--- src/rtl/pib_params.svh ---
`ifndef PIB_PARAMS_SVH
`define PIB_PARAMS_SVH

// Line buffer size in bytes
`define PIB_LINE_BYTES 8
// Depth of the flush queue toward PCI
`define PIB_FIFO_DEPTH 16
// Number of DMA acknowledge lines watched
`define PIB_DACK_W 7
// Line buffer mode encodings
`define PIB_MODE_SINGLE 1'b0
`define PIB_MODE_LINE 1'b1
// Reset value of all block state except the acknowledge copy, which loads PIB_RST_DACK_N
`define PIB_RST_STATE '0
// Idle level of the active low acknowledge lines
`define PIB_RST_DACK_N 7'h7F
// Field positions inside the line
`define PIB_LANE_LSB 1
`define PIB_HALF_BIT 2
`define PIB_TAG_LSB 3

`endif

--- src/rtl/pib_pkg.sv ---
package pib_pkg;

  // Line buffer sequencer states
  typedef enum logic [1:0] {LB_IDLE, LB_FLUSH, LB_FETCH, LB_IO} pib_lb_state_type;

  // Cycle from an ISA master or the DMA
  typedef struct packed {
    logic mem;
    logic write;
    logic dma;
    logic decoded;
    logic [31:0] addr;
    logic [1:0] be;
    logic [15:0] data;
  } pib_isa_req_type;

  // Cycle from a PCI master aimed at the bridge or ISA
  typedef struct packed {
    logic mem;
    logic write;
    logic [31:0] addr;
    logic [3:0] be;
    logic [31:0] data;
  } pib_ps_req_type;

  // One dword transfer on either bus
  typedef struct packed {
    logic write;
    logic io;
    logic [31:0] addr;
    logic [3:0] be;
    logic [31:0] data;
  } pib_xfer_type;

endpackage

--- src/rtl/pib_bridge.sv ---
`timescale 1ns/1ps
`include "pib_params.svh"

// Flush queue between the line buffer and the PCI master
module pib_fifo #(
  parameter int DW = 70,
  parameter int DEPTH = `PIB_FIFO_DEPTH
) (
  // Clock and reset
  input wire logic i_clock,
  input wire logic i_rst_n,
  // Fill side
  input wire logic i_in_valid,
  output logic o_in_ready,
  input wire logic [DW-1:0] i_in_data,
  // Drain side
  output logic o_out_valid,
  input wire logic i_out_ready,
  output logic [DW-1:0] o_out_data
);
  localparam int AW = $clog2(DEPTH);

  // Storage plus one extra pointer bit to tell full from empty
  typedef struct packed {
    logic [DEPTH-1:0][DW-1:0] mem;
    logic [AW:0] wp;
    logic [AW:0] rp;
  } pib_fifo_st_type;

  pib_fifo_st_type st_r, st_nxt;
  logic [AW:0] fill; // Words held

  assign fill = st_r.wp - st_r.rp;
  assign o_in_ready = fill != (AW+1)'(DEPTH);
  assign o_out_valid = fill != '0;
  assign o_out_data = st_r.mem[st_r.rp[AW-1:0]];

  // Pointer and storage update
  always_comb begin
    st_nxt = st_r;
    if (i_in_valid && o_in_ready) begin
      st_nxt.mem[st_r.wp[AW-1:0]] = i_in_data;
      st_nxt.wp = st_r.wp + 1'b1;
    end
    if (o_out_valid && i_out_ready) begin
      st_nxt.rp = st_r.rp + 1'b1;
    end
  end

  // State register
  always_ff @(posedge i_clock or negedge i_rst_n) begin
    if (!i_rst_n) begin
      st_r <= `PIB_RST_STATE;
    end else begin
      st_r <= st_nxt;
    end
  end
endmodule // pib_fifo

// Function
// Undecoded ISA cycles stay on ISA
// Eight byte two way line buffer
// ISA I/O cycles skip the line buffer
// Separate ISA and DMA buffer mode bits
// Single mode write posts, later writes wait
// Single mode read fetches requested width only
// Line mode writes ping pong two halves
// PCI memory writes held in posted buffer
// Post only if empty, enabled, ISA free
// Full posted buffer retries new write
// Unposted write waits for ISA completion
// Unposted write with ISA busy is retried
// Reads and I/O skip posted buffer
// Write line flushes on four triggers
// Triggering ISA cycle waits for flush
// Acknowledge release flushes write line
// Pending flush retries all PCI cycles
// Accepted PCI write drops read line
// Read line dropped on miss or write
// Each byte read out is dropped
// Posted write retries later PCI cycles
// Posted buffer empty before ISA grant
// Flush byte enables follow valid bytes
module pib_bridge #(
  parameter int DACK_W = `PIB_DACK_W,
  parameter int FIFO_DEPTH = `PIB_FIFO_DEPTH
) (
  // Clock and reset
  input wire logic i_clock,
  input wire logic i_nrst,
  // Configuration
  input wire logic i_mode_isa,
  input wire logic i_mode_dma,
  input wire logic i_post_en,
  // ISA master and DMA side
  input wire logic i_isa_req,
  input wire pib_pkg::pib_isa_req_type i_isa,
  output logic o_isa_ready,
  output logic [15:0] o_isa_rdata,
  input wire logic [DACK_W-1:0] i_dack_n,
  input wire logic i_isa_busy,
  input wire logic i_isa_owned,
  output logic o_grant_ok,
  // PCI master, line buffer write flushes
  output logic o_pm_valid,
  output pib_pkg::pib_xfer_type o_pm,
  input wire logic i_pm_ready,
  // PCI master, reads and I/O
  output logic o_dx_req,
  output pib_pkg::pib_xfer_type o_dx,
  input wire logic i_dx_ack,
  input wire logic [31:0] i_dx_rdata,
  // PCI slave side
  input wire logic i_ps_req,
  input wire pib_pkg::pib_ps_req_type i_ps,
  output logic o_ps_trdy,
  output logic o_ps_retry,
  output logic [31:0] o_ps_rdata,
  // ISA cycles on behalf of PCI masters
  output logic o_ic_req,
  output pib_pkg::pib_xfer_type o_ic,
  input wire logic i_ic_done,
  input wire logic [31:0] i_ic_rdata
);
  import pib_pkg::*;

  // All block state
  typedef struct packed {
    pib_lb_state_type lbs;
    logic wr;
    logic [7:0] valid;
    logic [63:0] data;
    logic [28:0] tag;
    logic one;
    logic fidx;
    logic isa_ack;
    logic [15:0] isa_rdata;
    logic [DACK_W-1:0] dack;
    logic dx_req;
    pib_xfer_type dx;
    logic pw_valid;
    logic ic_req;
    logic ic_posted;
    pib_xfer_type ic;
    logic trdy;
    logic retry;
    logic [31:0] ps_rdata;
  } pib_top_st_type;

  pib_top_st_type st_r, st_nxt;
  logic [1:0] rst_q; // Reset release chain
  logic rst_n; // Synchronised reset
  logic push_v; // Flush entry offered
  pib_xfer_type push_d; // Flush entry
  logic fifo_rdy; // Queue has room
  logic fifo_out_v; // Queue holds data
  logic lb_busy; // Flush scheduled or draining
  logic mode_line; // Mode of the current requester
  logic [7:0] msk; // Byte lanes of the ISA cycle
  logic hit_tag; // ISA cycle inside the line
  logic wr_held; // Line holds write data
  logic dack_drop; // Any acknowledge released
  logic ps_wacc; // PCI write accepted
  logic rd_hit; // Read served from the line
  logic [31:0] isa_d32; // ISA data on dword lanes
  logic [3:0] isa_be4; // ISA lanes in its dword

  // Byte lanes of a 16-bit ISA cycle within the line
  function automatic logic [7:0] lane_mask(input logic [2:0] a, input logic [1:0] be);
    lane_mask = {6'h00, be} << {a[2:1], 1'b0};
  endfunction

  // Widen a byte mask to a bit mask
  function automatic logic [63:0] bit_mask(input logic [7:0] m);
    logic [63:0] r;
    r = '0;
    for (int i = 0; i < 8; i++) begin
      r[i*8 +: 8] = {8{m[i]}};
    end
    bit_mask = r;
  endfunction

  // One half of the line as a PCI write, lanes from valid bytes
  function automatic pib_xfer_type half_xfer(input logic [28:0] tag, input logic h,
                                             input logic [7:0] v, input logic [63:0] d);
    pib_xfer_type x;
    x.write = 1'b1;
    x.io = 1'b0;
    x.addr = {tag, h, 2'h0};
    x.be = h ? v[7:4] : v[3:0];
    x.data = h ? d[63:32] : d[31:0];
    half_xfer = x;
  endfunction

  // Reset is released through two flops
  always_ff @(posedge i_clock or negedge i_nrst) begin
    if (!i_nrst) begin
      rst_q <= 2'h0;
    end else begin
      rst_q <= {rst_q[0], 1'b1};
    end
  end
  assign rst_n = rst_q[1];

  // Write data waits here so line mode half drains do not stall ISA; a flush holds ISA until PCI empties the queue
  pib_fifo #(
    .DW($bits(pib_xfer_type)),
    .DEPTH(FIFO_DEPTH)
  ) u_fifo (
    .i_clock(i_clock),
    .i_rst_n(rst_n),
    .i_in_valid(push_v),
    .o_in_ready(fifo_rdy),
    .i_in_data(push_d),
    .o_out_valid(fifo_out_v),
    .i_out_ready(i_pm_ready),
    .o_out_data(o_pm)
  );

  assign o_pm_valid = fifo_out_v;
  assign lb_busy = (st_r.lbs == LB_FLUSH) || fifo_out_v;
  assign mode_line = i_isa.dma ? i_mode_dma : i_mode_isa;
  assign msk = lane_mask(i_isa.addr[2:0], i_isa.be);
  assign hit_tag = st_r.tag == i_isa.addr[31:`PIB_TAG_LSB];
  assign wr_held = st_r.wr && (st_r.valid != 8'h00);
  assign dack_drop = |(i_dack_n & ~st_r.dack);
  assign isa_be4 = i_isa.addr[`PIB_HALF_BIT] ? msk[7:4] : msk[3:0];
  assign isa_d32 = {16'h0000, i_isa.data} << {i_isa.addr[`PIB_LANE_LSB], 4'h0};

  // Next state for both buffers
  always_comb begin
    st_nxt = st_r;
    push_v = 1'b0;
    push_d = '0;
    ps_wacc = 1'b0;
    rd_hit = 1'b0;
    st_nxt.isa_ack = 1'b0;
    st_nxt.trdy = 1'b0;
    st_nxt.retry = 1'b0;
    st_nxt.dack = i_dack_n;
    // PCI slave side and posted buffer
    if (st_r.ic_req && i_ic_done) begin
      st_nxt.ic_req = 1'b0;
      if (st_r.ic_posted) begin
        st_nxt.pw_valid = 1'b0;
      end else begin
        st_nxt.trdy = 1'b1;
        st_nxt.ps_rdata = i_ic_rdata;
      end
    end else if (i_ps_req && (!st_r.ic_req || st_r.pw_valid) && !st_r.trdy && !st_r.retry) begin
      // Posted data in flight refuses every master; a forwarded cycle only waits on its own master
      if (lb_busy || st_r.pw_valid) begin
        st_nxt.retry = 1'b1;
      end else if (i_ps.mem && i_ps.write && i_post_en && !i_isa_busy && !i_isa_owned) begin
        // Posted: accept now, ISA cycle follows at once
        st_nxt.pw_valid = 1'b1;
        st_nxt.ic = {i_ps.write, !i_ps.mem, i_ps.addr, i_ps.be, i_ps.data};
        st_nxt.trdy = 1'b1;
        st_nxt.ic_req = 1'b1;
        st_nxt.ic_posted = 1'b1;
        ps_wacc = 1'b1;
      end else if (!i_isa_busy && !i_isa_owned) begin
        // Forwarded: answer only when ISA finishes
        st_nxt.ic_req = 1'b1;
        st_nxt.ic = {i_ps.write, !i_ps.mem, i_ps.addr, i_ps.be, i_ps.data};
        st_nxt.ic_posted = 1'b0;
        ps_wacc = i_ps.write;
      end else begin
        st_nxt.retry = 1'b1;
      end
    end
    // Line buffer sequencer
    case (st_r.lbs)
      LB_IDLE: begin
        if (dack_drop && wr_held) begin
          st_nxt.lbs = LB_FLUSH;
        end else if (wr_held && (st_r.valid[3:0] == 4'hF || st_r.valid[7:4] == 4'hF)) begin
          // Full half drains while the other half keeps filling
          push_v = 1'b1;
          push_d = half_xfer(st_r.tag, st_r.valid[3:0] != 4'hF, st_r.valid, st_r.data);
          if (fifo_rdy) begin
            if (st_r.valid[3:0] == 4'hF) begin
              st_nxt.valid[3:0] = 4'h0;
            end else begin
              st_nxt.valid[7:4] = 4'h0;
            end
          end
        end else if (i_isa_req && !st_r.isa_ack && i_isa.decoded) begin
          if (!i_isa.mem) begin
            // I/O goes straight to PCI, buffer untouched
            st_nxt.lbs = LB_IO;
            st_nxt.dx_req = 1'b1;
            st_nxt.dx = {i_isa.write, 1'b1, i_isa.addr, isa_be4, isa_d32};
          end else if (i_isa.write) begin
            if (wr_held && (!hit_tag || (st_r.valid & msk) != 8'h00)) begin
              st_nxt.lbs = LB_FLUSH;
            end else begin
              // Merge; read data still held is dropped first
              st_nxt.valid = (st_r.wr ? st_r.valid : 8'h00) | msk;
              st_nxt.data = (st_r.data & ~bit_mask(msk)) | ({48'h0, i_isa.data} << {i_isa.addr[2:1], 4'h0});
              st_nxt.tag = i_isa.addr[31:`PIB_TAG_LSB];
              st_nxt.wr = 1'b1;
              st_nxt.isa_ack = 1'b1;
              if (mode_line == `PIB_MODE_SINGLE) begin
                st_nxt.lbs = LB_FLUSH;
              end
            end
          end else if (wr_held) begin
            st_nxt.lbs = LB_FLUSH;
          end else if (!st_r.wr && hit_tag && (st_r.valid & msk) == msk) begin
            // Hit: hand bytes out and drop them
            rd_hit = 1'b1;
            st_nxt.isa_rdata = 16'(st_r.data >> {i_isa.addr[2:1], 4'h0});
            st_nxt.valid = st_r.valid & ~msk;
            st_nxt.isa_ack = 1'b1;
          end else begin
            // Miss: drop line, fetch line or just the asked lanes
            st_nxt.wr = 1'b0;
            st_nxt.valid = 8'h00;
            st_nxt.tag = i_isa.addr[31:`PIB_TAG_LSB];
            st_nxt.one = mode_line == `PIB_MODE_SINGLE;
            st_nxt.fidx = (mode_line == `PIB_MODE_SINGLE) ? i_isa.addr[`PIB_HALF_BIT] : 1'b0;
            st_nxt.dx_req = 1'b1;
            st_nxt.dx = {1'b0, 1'b0, i_isa.addr[31:`PIB_TAG_LSB], st_nxt.fidx, 2'h0,
                         (mode_line == `PIB_MODE_SINGLE) ? isa_be4 : 4'hF, 32'h0};
            st_nxt.lbs = LB_FETCH;
          end
        end
      end
      LB_FLUSH: begin
        // One half per cycle, then wait for PCI to drain the queue
        if (st_r.valid[3:0] != 4'h0) begin
          push_v = 1'b1;
          push_d = half_xfer(st_r.tag, 1'b0, st_r.valid, st_r.data);
          if (fifo_rdy) begin
            st_nxt.valid[3:0] = 4'h0;
          end
        end else if (st_r.valid[7:4] != 4'h0) begin
          push_v = 1'b1;
          push_d = half_xfer(st_r.tag, 1'b1, st_r.valid, st_r.data);
          if (fifo_rdy) begin
            st_nxt.valid[7:4] = 4'h0;
          end
        end else if (!fifo_out_v) begin
          st_nxt.lbs = LB_IDLE;
          st_nxt.wr = 1'b0;
        end
      end
      LB_FETCH: begin
        if (i_dx_ack) begin
          if (st_r.fidx) begin
            st_nxt.data[63:32] = i_dx_rdata;
            st_nxt.valid[7:4] = st_r.dx.be;
          end else begin
            st_nxt.data[31:0] = i_dx_rdata;
            st_nxt.valid[3:0] = st_r.dx.be;
          end
          if (st_r.one || st_r.fidx) begin
            st_nxt.dx_req = 1'b0;
            st_nxt.lbs = LB_IDLE;
          end else begin
            st_nxt.fidx = 1'b1;
            st_nxt.dx.addr[`PIB_HALF_BIT] = 1'b1;
          end
        end
      end
      LB_IO: begin
        if (i_dx_ack) begin
          st_nxt.dx_req = 1'b0;
          st_nxt.isa_rdata = 16'(i_dx_rdata >> {st_r.dx.addr[`PIB_LANE_LSB], 4'h0});
          st_nxt.isa_ack = 1'b1;
          st_nxt.lbs = LB_IDLE;
        end
      end
      default: begin
        st_nxt.lbs = LB_IDLE;
      end
    endcase
    // Accepted PCI write makes read data stale
    if (ps_wacc && !st_r.wr) begin
      st_nxt.valid = 8'h00;
    end
  end

  // State register
  always_ff @(posedge i_clock or negedge rst_n) begin
    if (!rst_n) begin
      st_r <= `PIB_RST_STATE;
      st_r.dack <= DACK_W'(`PIB_RST_DACK_N);
    end else begin
      st_r <= st_nxt;
    end
  end

  // Outputs straight from state
  assign o_isa_ready = st_r.isa_ack;
  assign o_isa_rdata = st_r.isa_rdata;
  assign o_grant_ok = !st_r.pw_valid;
  assign o_dx_req = st_r.dx_req;
  assign o_dx = st_r.dx;
  assign o_ps_trdy = st_r.trdy;
  assign o_ps_retry = st_r.retry;
  assign o_ps_rdata = st_r.ps_rdata;
  assign o_ic_req = st_r.ic_req;
  assign o_ic = st_r.ic;
endmodule // pib_bridge

--- config.mk ---
export PLATFORM = sky130hd
export DESIGN_NAME = pib_bridge
export DESIGN_NICKNAME = d
export VERILOG_FILES = /design/src/rtl/pib_pkg.sv /design/src/rtl/pib_bridge.sv
export VERILOG_INCLUDE_DIRS = /design/src /design/src/rtl
export SDC_FILE = /design/constraint.sdc
export NUM_CORES = 2
export LEC_CHECK = 0
export ABC_CLOCK_PERIOD_IN_PS = 123000
export CAP_MARGIN = 20
export CORE_UTILIZATION = 60
export CTS_CLUSTER_DIAMETER = 120
export DETAILED_ROUTE_END_ITERATION = 8
export DONT_BUFFER_PORTS = 1
export PLACE_DENSITY_LB_ADDON = 0.08
export SLEW_MARGIN = 40
export SYNTH_ARGS = -nofsm -noshare
export SYNTH_HDL_FRONTEND = slang
export SYNTH_HIERARCHICAL = 1
export SYNTH_SLANG_ARGS = --single-unit
--- constraint.sdc ---
create_clock -name i_clock -period 123 [get_ports i_clock]
set_input_delay 24.6 -clock i_clock [delete_from_list [all_inputs] [get_ports i_clock]]
set_output_delay 24.6 -clock i_clock [all_outputs]
set_load 0.005 [all_outputs]
==> results.cfg <==
[status]
outcome = complete, no violations

[floorplanning]
coreArea_mm2 = 0.111
io_pins = 472
initial_utilization_pct = 60.9
die_h_um = 338
die_w_um = 338
rows = 122
dieArea_mm2 = 0.114

[power_and_ir_drop]
power_density_mw_per_mm2 = 18.5
peakVddDrop_mv = 0.0146
p_leak_nw = 35.1

[worst_setup_path]
cp_data_arrival_time_ns = 4.32
r2r-end = st_r[303]
worstSetupPathType = reg2out
r2r-start = u_fifo/st_r[0]
cp-start-kind = flip-flop
crit_start = u_fifo/st_r[0]
ff2ff_path_depth = 13
r2r_slack_ns = 117.78
cp.required_ns = 98.40
end_kind = primary output
worstPathMaxFanout = 57
endpoint = o_pm[7]

[drt]
num_vias = 38500
ant_nets = 0
drc_errors = 0
dr.pass1.iters = 8
dr.first_iter.drc_count = 2898
wirelength_mm = 169
vias_per_cell = 6.48
wl_per_cell_um = 28.4

[hold_path]
min_path_type = reg2async

[synthesis]
synth_top_area_share_pct = 52.9
ys_types = 77
synth_edf_count = 0
synthTopCellsByArea = dfrtp_1 53%, mux2_2 18%, mux4_2 12%
synthTopCellsByCount = 1433 x dfrtp_1, 1074 x mux2_2, 366 x mux4_2
postSynth.asyncResetShare_pct = 100
synth_top_area_cell = dfrtp_1
synth_area_mm2 = 0.0678
ys_ff_latch = 1440
syn_inst = 4618
synth.most_common_cell = dfrtp_1
ys_seq_area_share_pct = 53.2
yosysWarningCount = 6
synthFlopType = dfrtp_1
syn_area_per_cell_um2 = 14.7

[global_routing]
grt_pass1_wl_mm = 260
grt_max_degree = 96
grt_pass1_vias = 40500
antenna_found_initial = 5
grt-ovfl-total = 0
grt_usage_pct = 30.4

[cells_and_area]
area_growth_pct = 7.38
drive_gt1_share_pct = 42.2
finalCoreUtilization_pct = 65.4
finish.net_count = 4550
fillCellCount = 8006

[timing]
rsz0062_at_grt = false
period_share_pct = 23.5
drv_slew = 0
setup_violations = 0
relSlewSlack_pct = 41.8
max_slew.worst_pin.slew_ns = 0.874
setup_tns_ns = 0
worst_clock_skew_ns = 0.0180
fin_crit_ns = 28.92
hold_viol = 0
fmax_mhz = 34.6

[clock_network]
hold_buffers = 0
clk_pin_slew_ns = 0.06
h-tree-depth = 4
clk_latency_ns = 0.75
postCtsSetupRepairBufs = 0
cts_tree = built
cts.root.buffer_cell = clkbuf_16
cts.sinks = 1440
cts_resized = 0
clockBufferDepth = 3
numCtsBuffers = 151

[job]
drv_cap = 0

[placement]
port_buffers = 0
dp_hpwl_mm = 102
globalplace.congestion = 0.896
worst max-delay path, stage by stage (launching register included):
cell and delay, ns:
dfrtp_4 0.70, buf_12 0.47, buf_6 0.58, buf_6 0.59
mux4_2 0.58, mux4_2 0.53
placed cells by master (no fill, tap or decap), types with 7 or more instances in the layout:
| cell type | netlist | final |
|---|---|---|
| nor4_1 | 8 | 8 |
| o21ai_0 | 85 | 84 |
| nand2b_1 | 12 | 11 |
| a21oi_1 | 49 | 28 |
| xor2_1 | 33 | 33 |
| nand2_1 | 327 | 325 |
| conb_1 | 2 | 22 |
| a22o_1 | 69 | 68 |
| a22oi_1 | 66 | 66 |
| mux4_2 | 366 | 366 |
| buf_6 | 35 | 33 |
| clkbuf_8 | 0 | 23 |
| nor3_1 | 13 | 8 |
| dfrtp_1 | 1433 | 1428 |
| mux2i_1 | 50 | 50 |
| mux2_1 | 168 | 168 |
| nand4_1 | 11 | 11 |
| o22ai_1 | 22 | 20 |
| mux2_4 | 28 | 28 |
| clkbuf_1 | 180 | 40 |
| nor2_1 | 22 | 20 |
| clkinv_2 | 0 | 23 |
| bufinv_16 | 0 | 9 |
| nand3_1 | 11 | 11 |
| clkbuf_16 | 0 | 159 |
| inv_1 | 71 | 71 |
| dfstp_2 | 7 | 7 |
| a21oi_2 | 1 | 19 |
| nor3_4 | 1 | 7 |
| ha_1 | 14 | 14 |
| buf_4 | 196 | 51 |
| mux2_2 | 1074 | 1074 |
state kept, by name (all words and copies together), names as in the netlist:
| register | flops |
|---|---|
| o_dx | 70 |
| o_dx_req | 1 |
| o_ic | 70 |
| o_ic_req | 1 |
| o_isa_rdata | 16 |
| o_isa_ready | 1 |
| o_ps_rdata | 32 |
| o_ps_retry | 1 |
| o_ps_trdy | 1 |
| rst_q | 2 |
| st_r | 115 |
| u_fifo/st_r | 1130 |
layer usage:
| metal | vias up | GRT usage, % | wire, um |
|---|---|---|---|
| met5 | - | 0 | 0 |
| met4 | 0 | 9.04 | 4600 |
| met3 | 291 | 5.26 | 8970 |
| met2 | 1121 | 48.5 | 81500 |
| met1 | 21000 | 43.2 | 73600 |
| li1 | 16100 | - | - |
logic make-up after synthesis:
family	share of synthesized area (%)
other cells	0.0111
simple gates	3.07
mux	34.2
flops	53.2
fa+ha+maj	0.259
buf+inv	5.22
compound gates	3.55
xor+xnor	0.528
per-stage QoR:
stage	total power [mW]	cell area (um^2)	worst slack [ns]	std cells	hold slack [ns]
after floorplan	0.824	67800	79.90	4638	0.331
after global placement	0.886	67300	93.89	5652	0.336
after detailed placement	0.898	67700	94.12	5660	0.287
after CTS	1.36	72700	93.88	5929	0.294
after global routing	1.40	72800	93.72	5937	0.319
final	1.35	72800	94.08	5938	0.285
where the power goes:
part           internal, mW  switching (mW)  leakage (nW)
Combinational         0.138           0.174          12.9
Sequential            0.529          0.0479          19.8
Clock                 0.270           0.188          2.44
Total                 0.937           0.410          35.1
worst min path at each step:
stage | startpoint | endpoint | slack [ns] | depth (start not counted)
2_1_floorplan | rst_q[0] | rst_q[1] | 0.33 | 0
3_3_place_gp | rst_q[0] | rst_q[1] | 0.34 | 0
3_5_place_dp | rst_q[1] | u_fifo/st_r[900] | 0.29 | 0
4_1_cts | rst_q[1] | u_fifo/st_r[759] | 0.29 | 0
5_1_grt | rst_q[1] | u_fifo/st_r[829] | 0.32 | 0
6_report | rst_q[1] | u_fifo/st_r[1040] | 0.28 | 0
layout make-up:
cell class	instances	area [um^2]	share of cell area, %
Tap cell	1488	1860	2.56
Multi-Input combinational cell	2566	28500	39.2
Timing Repair Buffer	96	1040	1.43
Antenna cell	5	12.5	0.0172
Sequential cell	1440	36100	49.6
Clock buffer	222	4450	6.11
Inverter	74	283	0.389
Clock inverter	47	537	0.738
(Power assumes the default switching activity.)
